==> src/hw/vdc_pkg.sv <==
// Shared constants and types for the four-channel voltage converter control.
// Assumes a 32-bit AHB-Lite fabric and a single core clock.
package vdc_pkg;

  localparam int VDC_NUM = 4;
  localparam int VDC_CODE_W = 12;

  // Byte addresses of the control and data registers, channel 3 first
  localparam logic [3:0][31:0] VDC_CTL_ADDR = {
    32'hFFFF05D8, 32'hFFFF05B0, 32'hFFFF0588, 32'hFFFF0580};
  localparam logic [3:0][31:0] VDC_DAT_ADDR = {
    32'hFFFF05DC, 32'h0FFF05B4, 32'hFFFF058C, 32'hFFFF0584};

  localparam logic [15:0] VDC_CTL_RESET = 16'h0100;
  localparam logic [31:0] VDC_DAT_RESET = 32'h00000000;
  localparam logic [15:0] VDC_CTL_WMASK = 16'h01FF;

  // Control field positions
  localparam int VDC_PD_BIT = 8;
  localparam int VDC_LP_BIT = 7;
  localparam int VDC_SKIP_BIT = 6;
  localparam int VDC_UPD_BIT = 5;
  localparam int VDC_CLR_BIT = 4;
  localparam int VDC_MODE_BIT = 3;
  localparam int VDC_RATE_BIT = 2;
  localparam int VDC_RANGE_LSB = 0;

  // Data field positions
  localparam int VDC_CODE_MSB = 27;
  localparam int VDC_CODE_LSB = 16;
  localparam int VDC_FRAC_MSB = 15;
  localparam int VDC_FRAC_LSB = 12;

  // Interpolation clock dividers
  localparam int VDC_DIV_FAST = 16;
  localparam int VDC_DIV_SLOW = 32;
  localparam logic [4:0] VDC_DIV_FAST_LAST = 5'(VDC_DIV_FAST - 1);
  localparam logic [4:0] VDC_DIV_SLOW_LAST = 5'(VDC_DIV_SLOW - 1);

  localparam logic [2:0] VDC_HSIZE_WORD = 3'h2;

  typedef struct packed {
    logic [6:0] rsvd;
    logic power_down;
    logic buf_low_power;
    logic buf_skip;
    logic update_source;
    logic data_clear_n;
    logic normal_mode;
    logic rate_fast;
    logic [1:0] range;
  } vdc_ctrl_t;

  typedef struct packed {
    logic [VDC_CODE_W-1:0] code;
    logic drive_en;
    logic buf_low_power;
    logic buf_skip;
    logic [1:0] range;
  } vdc_out_t;

  typedef struct packed {
    logic write;
    logic [VDC_NUM-1:0] ctl;
    logic [VDC_NUM-1:0] dat;
  } vdc_req_t;

endpackage : vdc_pkg

==> src/hw/vdc_channel.sv <==
// One converter channel: update timing, interpolator and output drive.
// Assumes control and data come from flops on the same clock.
`timescale 1ns/1ps
`default_nettype none

module vdc_channel
  import vdc_pkg::*;
(
  input wire logic hclk,
  input wire logic hresetn,
  input wire vdc_ctrl_t ctrl,
  input wire logic [31:0] data,
  input wire logic timer_one_evt,
  output wire vdc_out_t out
);

  wire logic update_now;
  wire logic tick;
  wire logic [4:0] div_last;
  wire logic [4:0] div_d;
  wire logic [4:0] acc_sum;
  wire logic [3:0] acc_d;
  wire logic [15:0] target_d;
  wire logic [11:0] code_base;
  wire logic [11:0] code_up;
  wire logic [11:0] code_d;
  logic [15:0] target_q;
  logic [4:0] div_q;
  logic [3:0] acc_q;
  logic [11:0] code_q;

  assign update_now = ctrl.update_source ? timer_one_evt : 1'b1;
  assign target_d = update_now ?
    {data[VDC_CODE_MSB:VDC_CODE_LSB],
     data[VDC_FRAC_MSB:VDC_FRAC_LSB]} : target_q;

  // Divider is held at zero in normal mode
  assign div_last = ctrl.rate_fast ?
    VDC_DIV_FAST_LAST : VDC_DIV_SLOW_LAST;
  assign tick = !ctrl.normal_mode && (div_q >= div_last);
  assign div_d = (ctrl.normal_mode || tick) ? 5'h00 : div_q + 5'h01;

  // Fraction accumulates per tick; its carry lifts the code by one, except at 0xFFF where it holds
  assign acc_sum = {1'b0, acc_q} + {1'b0, target_q[3:0]};
  assign acc_d = ctrl.normal_mode ? 4'h0 : (tick ? acc_sum[3:0] : acc_q);
  assign code_base = target_q[15:4];
  assign code_up = (acc_sum[4] && code_base != 12'hFFF) ?
    code_base + 12'h001 : code_base;
  assign code_d = ctrl.normal_mode ? code_base :
    (tick ? code_up : code_q);

  always_ff @(posedge hclk or negedge hresetn) begin
    if (!hresetn) begin
      target_q <= 16'h0000;
      div_q <= 5'h00;
      acc_q <= 4'h0;
      code_q <= 12'h000;
    end else begin
      target_q <= target_d;
      div_q <= div_d;
      acc_q <= acc_d;
      code_q <= code_d;
    end
  end

  assign out = '{code: code_q,
                 drive_en: !ctrl.power_down,
                 buf_low_power: ctrl.buf_low_power,
                 buf_skip: ctrl.buf_skip,
                 range: ctrl.range};
endmodule : vdc_channel

`default_nettype wire

==> src/hw/vdc_voltage_dac_control.sv <==
// Register file and AHB-Lite slave for four voltage converter channels.
// Assumes one AHB-Lite master, word transfers, and a timer event pulse
// generated on the same core clock.
`timescale 1ns/1ps
`default_nettype none

// How it works
// - Four independent 12-bit converters, each with own control and data.
// - Power-down bit set powers the converter down and tristates its pin.
// - Control registers reset to 0x100 and are software read/write.
// - Low-power bit puts the output buffer amplifier in low power.
// - Buffer-skip bit routes the output around the buffer.
// - Update-source bit picks timer-one event or core clock for updates.
// - While data-clear bit is clear, the data register is held at zero.
// - Mode bit set gives normal mode and stops the interpolator clock.
// - Rate bit set gives core clock over 16, clear over 32.
// - Two-bit range field selects output span, passed to the analog side.
// - Data registers reset to zero and are software read/write.
// - The output code is taken from data bits 27:16.
// - Data bits 15:12 are extra fraction, used only when interpolating.
module vdc_voltage_dac_control
  import vdc_pkg::*;
(
  input wire logic hclk,
  input wire logic hresetn,
  input wire logic hsel,
  input wire logic [31:0] haddr,
  input wire logic [1:0] htrans,
  input wire logic hwrite,
  input wire logic [2:0] hsize,
  input wire logic [31:0] hwdata,
  input wire logic hready,
  output logic hreadyout,
  output logic hresp,
  output logic [31:0] hrdata,
  input wire logic timer_one_evt,
  output wire vdc_out_t [VDC_NUM-1:0] analog_out
);

  wire logic ap_take;
  wire logic ap_word;
  wire logic [VDC_NUM-1:0] ctl_hit;
  wire logic [VDC_NUM-1:0] dat_hit;
  wire logic [VDC_NUM-1:0] wr_ctl;
  wire logic [VDC_NUM-1:0] wr_dat;
  wire vdc_req_t req_d;
  vdc_req_t req_q;
  vdc_ctrl_t ctl_d [VDC_NUM];
  vdc_ctrl_t ctl_q [VDC_NUM];
  logic [31:0] dat_d [VDC_NUM];
  logic [31:0] dat_q [VDC_NUM];
  logic [31:0] rd_mux;

  // Address phase: a transfer is taken when selected, active and ready
  assign ap_take = hsel && htrans[1] && hready;
  assign ap_word = hsize == VDC_HSIZE_WORD;

  // Unmapped addresses decode to nothing: reads give zero, writes drop
  assign req_d = ap_take ?
    '{write: hwrite && ap_word, ctl: ctl_hit, dat: dat_hit} : '0;

  always_ff @(posedge hclk or negedge hresetn) begin
    if (!hresetn) begin
      req_q <= '0;
    end else if (hready) begin
      req_q <= req_d;
    end
  end

  // Zero wait states, always OKAY
  assign hreadyout = 1'b1;
  assign hresp = 1'b0;

  genvar gi;
  generate
    for (gi = 0; gi < VDC_NUM; gi++) begin : g_ch
      assign ctl_hit[gi] = haddr == VDC_CTL_ADDR[gi];
      assign dat_hit[gi] = haddr == VDC_DAT_ADDR[gi];
      assign wr_ctl[gi] = req_q.write && req_q.ctl[gi];
      assign wr_dat[gi] = req_q.write && req_q.dat[gi];

      // Reserved control bits are masked off on write
      always_comb begin
        ctl_d[gi] = ctl_q[gi];
        if (wr_ctl[gi]) begin
          ctl_d[gi] = vdc_ctrl_t'(hwdata[15:0] & VDC_CTL_WMASK);
        end
      end

      // Data clear dominates any write in the same cycle
      always_comb begin
        dat_d[gi] = dat_q[gi];
        if (!ctl_q[gi].data_clear_n) begin
          dat_d[gi] = VDC_DAT_RESET;
        end else if (wr_dat[gi]) begin
          dat_d[gi] = hwdata;
        end
      end

      always_ff @(posedge hclk or negedge hresetn) begin
        if (!hresetn) begin
          ctl_q[gi] <= vdc_ctrl_t'(VDC_CTL_RESET);
          dat_q[gi] <= VDC_DAT_RESET;
        end else begin
          ctl_q[gi] <= ctl_d[gi];
          dat_q[gi] <= dat_d[gi];
        end
      end

      vdc_channel u_channel (
        .hclk(hclk),
        .hresetn(hresetn),
        .ctrl(ctl_q[gi]),
        .data(dat_q[gi]),
        .timer_one_evt(timer_one_evt),
        .out(analog_out[gi])
      );
    end
  endgenerate

  // Read data selected in the data phase from the register flops
  always_comb begin
    rd_mux = 32'h00000000;
    for (int i = 0; i < VDC_NUM; i++) begin
      if (req_q.ctl[i]) begin
        rd_mux = rd_mux | {16'h0000, ctl_q[i]};
      end
      if (req_q.dat[i]) begin
        rd_mux = rd_mux | dat_q[i];
      end
    end
  end

  assign hrdata = (req_q.write) ? 32'h00000000 : rd_mux;
endmodule : vdc_voltage_dac_control

`default_nettype wire

==> config.mk <==
export PLATFORM = sky130hd
export DESIGN_NAME = vdc_voltage_dac_control
export DESIGN_NICKNAME = d
export VERILOG_FILES = /design/src/hw/vdc_pkg.sv /design/src/hw/vdc_channel.sv /design/src/hw/vdc_voltage_dac_control.sv
export SDC_FILE = /design/constraint.sdc
export NUM_CORES = 1
export LEC_CHECK = 0
export BUFFER_PORTS_ARGS = -buffer_cell sky130_fd_sc_hd__buf_2
export CORE_AREA = 4 4 166 168
export DETAILED_ROUTE_END_ITERATION = 10
export DIE_AREA = 0 0 170 172
export PLACE_DENSITY_LB_ADDON = 0.08
export SYNTH_ARGS = -nofsm -noshare
export SYNTH_HDL_FRONTEND = slang
export SYNTH_HIERARCHICAL = 1
export SYNTH_SLANG_ARGS = --single-unit
==> constraint.sdc <==
create_clock -name hclk -period 2.4 [get_ports hclk]
set_input_delay 0.12 -clock hclk [delete_from_list [all_inputs] [get_ports hclk]]
set_output_delay 0.12 -clock hclk [all_outputs]
set_load 0.01 [all_outputs]
After elaboration in Yosys (flattened, before gate mapping):

Index checks and enable logic that the tools add are counted.

* flip-flop bits (word level): 321
* word-level logic and storage cells: 180

* add/subtract/negate cells: 12
* magnitude comparators: 4
* equality and inequality tests: 17
* mux-type cells: 50
* bitwise gates (word level): 7
* reduce and logical (&&, ||, !) cells: 35

Operator list (number)
* $mux 32: 16
* $eq 32x32->1 const B: 7
* $mux 12: 12
* $or 32x32->32: 4
* $or 32x9->32: 3
* $add 12x1->12 const B: 4
* $ne 12x12->1 const B: 4
* $mux 5: 8
* $eq 32x28->1 const B: 1
* $mux 4: 8
* $add 4x4->5: 4
* $add 5x1->5 const B: 4
* $ge 5x5->1: 4
* $logic_and 1x1->1: 19
* $mux 9: 2
* $logic_not 1->1: 8
* $ne 2x2->1 const B: 4
* $reduce_bool 2->1: 4
* $logic_or 1x1->1: 4
* $mux 1: 4
* $eq 3x2->1 const B: 1

Longest topological paths before layout:

Gate-level depths: netlist of the first run.

* depth in word-level cells: 16
* mapped depth: 7
* depth with buffers taken out: 6

Hierarchy:

Netlist of the first run, hierarchy kept.

By module, submodules not included
* vdc_voltage_dac_control: times used 1, cells each 636, area each 7454.6 µm², seq. area each 4334.2 µm²
* vdc_channel at g_ch[0].u_channel ...: times used 3, cells each 185, area each 1939.4 µm², seq. area each 925.9 µm²
* vdc_channel at g_ch[2].u_channel: times used 1, cells each 185, area each 1958.1 µm², seq. area each 925.9 µm²

Least setup slack after synthesis of the first run:

OpenSTA, ideal clock, no wires.

* path kind: reg-to-reg
* from: register g_ch[2].u_channel.target_q[0]
* to: register g_ch[2].u_channel.code_q[2]
* arrival time: 1.808 ns
* data required time: 2.305 ns
* path slack: 0.497 ns
* cell stages (with the launch flop): 8
* buffers on the path: 1
* period minus slack after synthesis: 1.903 ns
* cell sequence: dfrtp_1 > ha_1 > fa_1 > a211o_4 > nand2_2 > buf_6 > nor4b_1 > o31ai_1

* cells in the longest elaborated chain, start to end: 5

RTL lines
* start, declared: line vdc_channel.sv:27 `logic [15:0] target_q;`
* start signal, assigned: line vdc_channel.sv:59 `target_q <= target_d;`
* $add 4x4->5: line vdc_channel.sv:44 `assign acc_sum = {1'b0, acc_q} + {1'b0, target_q[3:0]};`
* $logic_and 1x1->1: line vdc_channel.sv:47 `assign code_up = (acc_sum[4] && code_base != 12'hFFF) ?`
* $mux 12: line vdc_channel.sv:47
* $mux 12: line vdc_channel.sv:50 `(tick ? code_up : code_q);`
* $mux 12: line vdc_channel.sv:49 `assign code_d = ctrl.normal_mode ? code_base :`
* end signal, assigned: line vdc_channel.sv:62 `code_q <= code_d;`
* end, declared: line vdc_channel.sv:30 `logic [11:0] code_q;`

Every way passes these cells. The select of a mux whose other input is x is not followed.
A chain may end at the register's enable or synchronous reset.

Final worst setup path of the first run:

* from: register req_q[8] (netlist bit)
* to: output port hrdata[25]

* cells in the longest elaborated chain, start to end: 1

RTL lines
* start, declared: line vdc_voltage_dac_control.sv:47 `vdc_req_t req_q;`
* start signal, assigned: line vdc_voltage_dac_control.sv:66 `req_q <= req_d;`
* $mux 32: line vdc_voltage_dac_control.sv:134 `assign hrdata = (req_q.write) ? 32'h00000000 : rd_mux;`
* end, declared: line vdc_voltage_dac_control.sv:35 `output logic [31:0] hrdata,`

Every way passes these cells.

==> results of run 1 <==
## area by class of cell
cell class	count	area, µm²	area share
clock buffers	46	988	0.0546
clock inverters	15	196	0.0108
well taps	335	419	0.0231
inverters	30	113	0.00622
multi-input cells	923	6610	0.365
flip-flops and latches	321	8040	0.444
repair buffers	265	1760	0.0970
## per-stage QoR
stage	hold slack, ns	utilization	cells	instance area [µm²]	total power [W]
after floorplan	-0.176	-	1376	15200	0.00620
after global placement	0.0643	0.634	1824	16400	0.00663
after detailed placement	0.0668	0.634	1824	16400	0.00665
after CTS	0.00897	0.699	1935	18100	0.0123
after global routing	0.0628	0.699	1935	18100	0.0126
final	0.0322	0.699	1935	18100	0.0122
## worst max-delay path, delay by kind of cell (launching register included)
kind	cells	cell delay, ns
buffers and inverters	3	0.80
DFF	1	0.77
AOI/OAI and AO/OA	1	0.13
## registers in the layout (all words and copies together) (netlist names)
register	flops
g_ch.u_channel/code_q	48
dat_q	128
req_q	9
g_ch.u_channel/div_q	20
ctl_q	36
g_ch.u_channel/target_q	64
g_ch.u_channel/acc_q	16
## layout by cell type, fill, tap and decap left out, types with 18 or more instances in the layout
| master | n |
|---|---|
| a22o_1 | 96 |
| dfrtp_1 | 317 |
| dlygate4sd3_1 | 50 |
| buf_2 | 172 |
| nand4_1 | 18 |
| nand3_1 | 20 |
| a31oi_1 | 28 |
| ha_1 | 28 |
| mux2_2 | 86 |
| a21oi_1 | 46 |
| o31ai_1 | 32 |
| clkbuf_16 | 36 |
| inv_1 | 30 |
| nand2_1 | 159 |
| nor2_1 | 64 |
| a22oi_1 | 82 |
| buf_4 | 36 |
| a21boi_0 | 32 |
## power groups by stage
stage,Combinational [W],Clock [W],Sequential [W]
2_1_floorplan,0.000424,0,0.00578
5_1_grt,0.00103,0.00589,0.00570
3_3_place_gp,0.000861,0,0.00577
4_1_cts,0.000935,0.00565,0.00568
6_report,0.000930,0.00558,0.00569
3_5_place_dp,0.000872,0,0.00578
## routing by layer
layer  GRT usage  vias up  share of wire
li1            -     5531              -
met1       0.398     6183           0.42
met2       0.469      520           0.47
met3      0.0576       94          0.075
met4      0.0903        0          0.028
met5           0        -              0
## how the worst max path moves through the flow
stage / endpoint / slack [ns] / depth (start not counted) / startpoint
final: hrdata[25] / 0.05 / 4 / req_q[8]
after global routing: hrdata[21] / 0.005 / 4 / req_q[8]
after CTS: hrdata[25] / 0.08 / 4 / req_q[2]
after detailed placement: g_ch[0].u_channel/code_q[9] / 0.25 / 6 / g_ch[0].u_channel/target_q[0]
after global placement: g_ch[0].u_channel/code_q[9] / 0.31 / 6 / g_ch[0].u_channel/target_q[0]
after floorplan: g_ch[2].u_channel/code_q[2] / 0.50 / 7 / g_ch[2].u_channel/target_q[0]
## cells by family (layout without fill, tap and decap cells)
kind of cell    count (synthesis)  count (layout)  share of synthesized area
compound gates                411             411                      0.203
simple gates                  366             366                      0.122
flops                         321             321                      0.528
buf+inv                       132             356                     0.0395
mux                            92              92                     0.0680
fa+ha+maj                      32              32                     0.0283
xor+xnor                       20              20                     0.0115
other cells                     2               2                   0.000493
## repair_timing
action / 4_1_cts / 5_1_grt
endpoints found under the hold margin: 324 / 0
hold buffers: 50 / 0
setup endpoints to repair: 0 / 2
gates resized for setup: 0 / 1
==> metrics.txt, run 1 <==
first-pass GRT wire length about 67000 µm; RR Endpoint g_ch[0].u_channel/code_q[9]; Buffers on Ports 173; Syn Nets roughly 1500; Critical Path End Type primary output; final period utilization 0.980; Hold Path Origin haddr[1]; H-tree Lvls 2; Horiz. Die Dim ~170 µm; GRT overflow 0; Unique masters post-synth between 60 and 70; Sw Share 0.239; EDFF count, synth 0; antenna viol nets, final 0; fraction of registers with async set/reset 1.00; Antenna diodes 0; Yosys top cell area share 0.521; nets roughly 1700; PD cells approximately 670 nW/µm²; Synth Instances between 1000 and 1500; CP arrival about 2.2 ns; post-route setup slack 0.0490 ns; syn avg cell area about 11 µm²; DRT Pass-1 Iters 5; worst-margin pin slew roughly 0.83 ns; unrepaired setup endpoints after global routing no; Die Span Y 172 µm; Clk pwr share 0.457; Fmax achieved around 0.43 GHz; combinational group share of total power 0.076; most frequent cell after synthesis dfrtp_1; min Tclk post-route around 2.4 ns; crit path max fanout 18; prevailing post-synth register cell dfrtp_1; CTS Root Cell clkbuf_16; ratio of cells with drive above 1 in the final layout 0.245; drt via density roughly 6.4; hold endpoint req_q[4]; Critical Path Most Common Cell buf_4; Leak around 8.3 nW; TNS Setup 0 ns; pre-CTS setup slack around 0.25 ns; Max-slew headroom 0.444; core outline area ~26000 µm²; Power Internal roughly 0.0093 W; I/O pin count ~180; Synth Register Bits between 300 and 400; sequential share of the synthesized area 0.528; leading area contributor after synthesis dfrtp_1; vias in the first global route around 12000; commonest cells in the netlist dfrtp_1 (317), nand2_1 (159), a22o_1 (96); row cnt 59; fillers about 2000; R2R cell count 6; largest net degree at the start of global routing 85; Worst Path Required between 2 and 2.5 ns; clk buf depth 3; outcome completed; Worst-path clk slew 0.06 ns; GRT Total Usage 0.289; Area Growth Syn to Fin 19.0%; Synth area leaders dfrtp_1 (52%), mux2_2 (6.4%), a22o_1 (5.5%), a22oi_1 (4.0%), nand2_1 (3.9%); Worst Clk Skew about 0.022 ns; Hold Path Class in2reg; RePlAce Congestion around 0.9; final setup fails 0; Crit Path Category reg2out; Die ar. between 20000 and 30000 µm²; startpoint types register; Critical Path Max Stage Delay 0.77 ns; Net Switching 0.00291 W; final hold vios 0; Hold Path Cell Cnt 5; worst r2r src g_ch[0].u_channel/target_q[0]; DRC viols 0; Detailed Route WL 42200 µm; Clock Sinks 321; Starting Density 0.588; Yosys warnings 6; post-CTS setup buffer count 0; clock latency on the worst-skew pair approximately 0.53 ns; post-DP HPWL 28600 µm; Final Max Slew Viols 0; initial antenna violation count 0; via count of the routed design 12300; worst reg2reg setup slack 0.20 ns; Sequential Power Share 0.466; crit path cell chain buf_4, buf_4, a21oi_1, buf_2; wire length per cell between 20 and 25 µm; max-cap viol count 0; initial drt markers about 1100; CTS Buf Count 36; CTS tree yes; Slowest-stage cell, CP dfrtp_1; Mapped Area around 15000 µm²; Max rail drop VDD about 0.00067 V
Power figures use the tool's default switching activity.
==> run 2, diff against run 1 <==
--- a/config.mk
+++ b/config.mk
@@ -6,11 +6,10 @@
 export NUM_CORES = 1
 export LEC_CHECK = 0
 export BUFFER_PORTS_ARGS = -buffer_cell sky130_fd_sc_hd__buf_2
-export CORE_AREA = 4 4 166 168
+export CORE_AREA = 4 4 168 170
 export DETAILED_ROUTE_END_ITERATION = 10
-export DIE_AREA = 0 0 170 172
-export PLACE_DENSITY_LB_ADDON = 0.08
+export DIE_AREA = 0 0 172 174
+export PLACE_DENSITY = 0.8
 export SYNTH_ARGS = -nofsm -noshare
 export SYNTH_HDL_FRONTEND = slang
-export SYNTH_HIERARCHICAL = 1
 export SYNTH_SLANG_ARGS = --single-unit
==> run 2 against run 1 <==
Effect of this change:
- combinational power fell by 1%
- sequential power barely moved
- global-route usage fell by 0.26 points
- routed wire length rose by 1.5%
- flip-flop and latch count did not move
- power fell by 2.4%
- critical path type is now reg2reg
==> metrics.txt, run 2 <==
initial drt markers 1219 (+7.5%); H-tree Lvls 2 (unchanged); Area Growth Syn to Fin 18.9% (about the same); DRT Pass-1 Iters 5 (unchanged); first-pass GRT wire length 69300 µm (+2.8%); Cells after DPL 1994 (+9.3%); initial antenna violation count 0 (unchanged); Post-Layout Cell Count 2102 (+8.6%); min Tclk post-route 2.28 ns (-0.0754 ns); vias in the first global route 13200 (+7.4%); Unique masters post-synth 60 (-9.1%); prevailing post-synth register cell dfrtp_1; syn avg cell area 10.2 µm² (-8.1%); fraction of registers with async set/reset 1.00 (unchanged); max reg flops 128 (unchanged); Die ar. 29900 µm² (+2.4%); Largest regs dat_q x128, g_ch.u_channel.target_q x64, g_ch.u_channel.code_q x48; Yosys warnings 0 (-6); GRT Total Usage 0.286 (-0.00261); Hold Path Class in2reg; Detailed Route WL 42900 µm (+1.5%); row cnt 60 (+1.7%); Final Util 0.693 (-0.00581); final hold vios 0 (unchanged); sequential share of the synthesized area 0.516 (-0.0118); CTS Buf Count 34 (-5.6%); Leak 8.20 nW (-1.5%); leading area contributor after synthesis dfrtp_1; Antenna diodes 0 (unchanged); Syn Nets 1638 (+10%); startpoint types register; Largest Register dat_q; Synth Register Bits 321 (unchanged); Worst Path Required 2.83 ns (+0.55 ns); wire length per cell 20.4 µm (-6.5%); Yosys top cell area share 0.509 (-0.0117); post-DP HPWL 29000 µm (+1.6%); PD cells 642 nW/µm² (-4.6%); clk buf depth 3 (unchanged); I/O pin count 177 (unchanged); Crit Path Category reg2reg; post-CTS setup buffer count 0 (unchanged); Fmax achieved 0.439 GHz (+3.3%); Starting Density 0.583 (-0.00485); drt via density 6.23 (-2.3%); via count of the routed design 13100 (+6.1%); most frequent cell after synthesis nand2_1; antenna viol nets, final 0 (unchanged); CTS Root Cell clkbuf_16; EDFF count, synth 0 (unchanged); Max rail drop VDD 0.000500 V (-26%); Die Span Y 174 µm (+1.2%); RePlAce Congestion 0.928 (+2.7%); Buffers on Ports 173 (unchanged); Horiz. Die Dim 172 µm (+1.2%); CP arrival 2.70 ns (+0.47 ns); Synth area leaders dfrtp_1 (51%), nand2_1 (7.8%), mux2_2 (7.2%), a21boi_0 (6.2%), a22oi_1 (4.0%); CTS tree yes; final setup fails 0 (unchanged); clock latency on the worst-skew pair 0.51 ns (-0.02 ns); Max-slew headroom 0.441 (-0.00279); outcome completed; Worst Clk Skew 0.0122 ns (-0.00928 ns); max-cap viol count 0 (unchanged); most frequent cells in the layout nand2_1 (322), dfrtp_1 (316), buf_2 (172); TNS Setup 0 ns (unchanged); ratio of cells with drive above 1 in the final layout 0.229 (-0.0156); largest net degree at the start of global routing 74 (-13%); Clock Sinks 321 (unchanged); unrepaired setup endpoints after global routing no; crit path max fanout 5 (-13); Critical Path End Type register; worst-margin pin slew 0.830 ns (-0.00347 ns); commonest non-fill, non-tap cell in the layout nand2_1; commonest cells in the netlist nand2_1 (322), dfrtp_1 (317), a21boi_0 (128); final period utilization 0.948 (-0.0314); nets 1844 (+9.5%); Synth Instances 1531 (+11%); GRT overflow 0 (unchanged); DRC viols 0 (unchanged); Worst-path clk slew 0.06 ns (about the same); Mapped Area 15600 µm² (+2.3%); Final Max Slew Viols 0 (unchanged); core outline area 26700 µm² (+3.1%)
-- run 2: cell count changes in the layout (fill, tap and decap cells not counted), sizes merged, moves of 11 or more --
cell | previous run | this run
or4 | 17 | 28
a21boi | 35 | 128
nand2 | 160 | 322
a22o | 96 | 0
o21ai | 25 | 14
buf | 215 | 231
nand3 | 20 | 40
nor4 | 17 | 5
-- run 2: timing repair --
item,in CTS,in global routing
gates resized for setup,0,5
hold buffers,48,0
hold endpoints to repair,228,0
setup endpoints to repair,0,7
-- run 2: routing by layer --
metal | GRT usage | wire length, µm | vias to the layer above
met1 | 0.387 | 17400 | 6447
li1 | - | - | 5900
met5 | 0 | 0 | -
met2 | 0.457 | 20200 | 616
met3 | 0.0584 | 3510 | 123
met4 | 0.109 | 1730 | 0
-- run 2: final timing paths --
kind / start / endpoint / slack (ns) / cells after the start
min in group asynchronous: hresetn / g_ch[2].u_channel.code_q[6] / 0.16 / 2
worst min register to register: g_ch[3].u_channel.code_q[2] / g_ch[3].u_channel.code_q[2] / 0.48 / 2
max in group asynchronous: hresetn / ctl_q[56] / 1.39 / 3
worst min-delay path: hready / req_q[3] / 0.007 / 3
worst max-delay path: g_ch[3].u_channel.acc_q[0] / g_ch[3].u_channel.code_q[10] / 0.12 / 6
worst max register to register: g_ch[3].u_channel.acc_q[0] / g_ch[3].u_channel.code_q[10] / 0.12 / 6
-- run 2: cell families (layout without fill, tap and decap cells) --
kind of cell / after synthesis / after routing / share of synthesized area
AO/OA/AOI/OAI: 381 / 381 / 0.176
adder cells (fa/ha/maj): 32 / 32 / 0.0276
other: 2 / 2 / 0.000482
multiplexers: 100 / 100 / 0.0723
XOR/XNOR: 20 / 20 / 0.0112
AND/OR/NAND/NOR: 542 / 542 / 0.159
flip-flops: 321 / 321 / 0.516
buffers and inverters: 133 / 363 / 0.0374
-- run 2: metrics by stage --
stage | worst slack [ns] | hold slack (ns) | total power [W] | instance area (µm²)
after floorplan | 0.170 | -0.176 | 0.00620 | 15600
after global placement | 0.145 | 0.105 | 0.00662 | 16900
after detailed placement | 0.0931 | 0.106 | 0.00664 | 16900
after CTS | 0.0479 | 0.000797 | 0.0120 | 18500
after global routing | 0.000664 | 0.0445 | 0.0123 | 18500
final | 0.124 | 0.00693 | 0.0119 | 18500
-- run 2: report_power, final --
| part | total [W] | internal [W] | leakage [nW] | switching, W |
|---|---|---|---|---|
| sequential | 0.00569 | 0.00556 | 4.33 | 0.000127 |
| clock | 0.00529 | 0.00318 | 0.552 | 0.00211 |
| combinational | 0.000921 | 0.000391 | 3.31 | 0.000531 |
-- run 2: final cells by class --
type / count / area [µm²]
clock buffer: 54 / 1040
clock inverter: 6 / 83.8
fill: 1921 / 8190
inverter: 24 / 90.1
multi-input combinational: 1077 / 6990
sequential: 321 / 8040
tap: 341 / 427
timing repair buffer: 279 / 1870
-- run 2: worst max-delay path, cell delays in order (launching register included) --
cell,delay (ns)
dfrtp_1,0.35
ha_2,0.20
fa_2,0.23
a211oi_1,0.11
nor3_1,0.49
or4b_2,0.63
a31oi_1,0.19
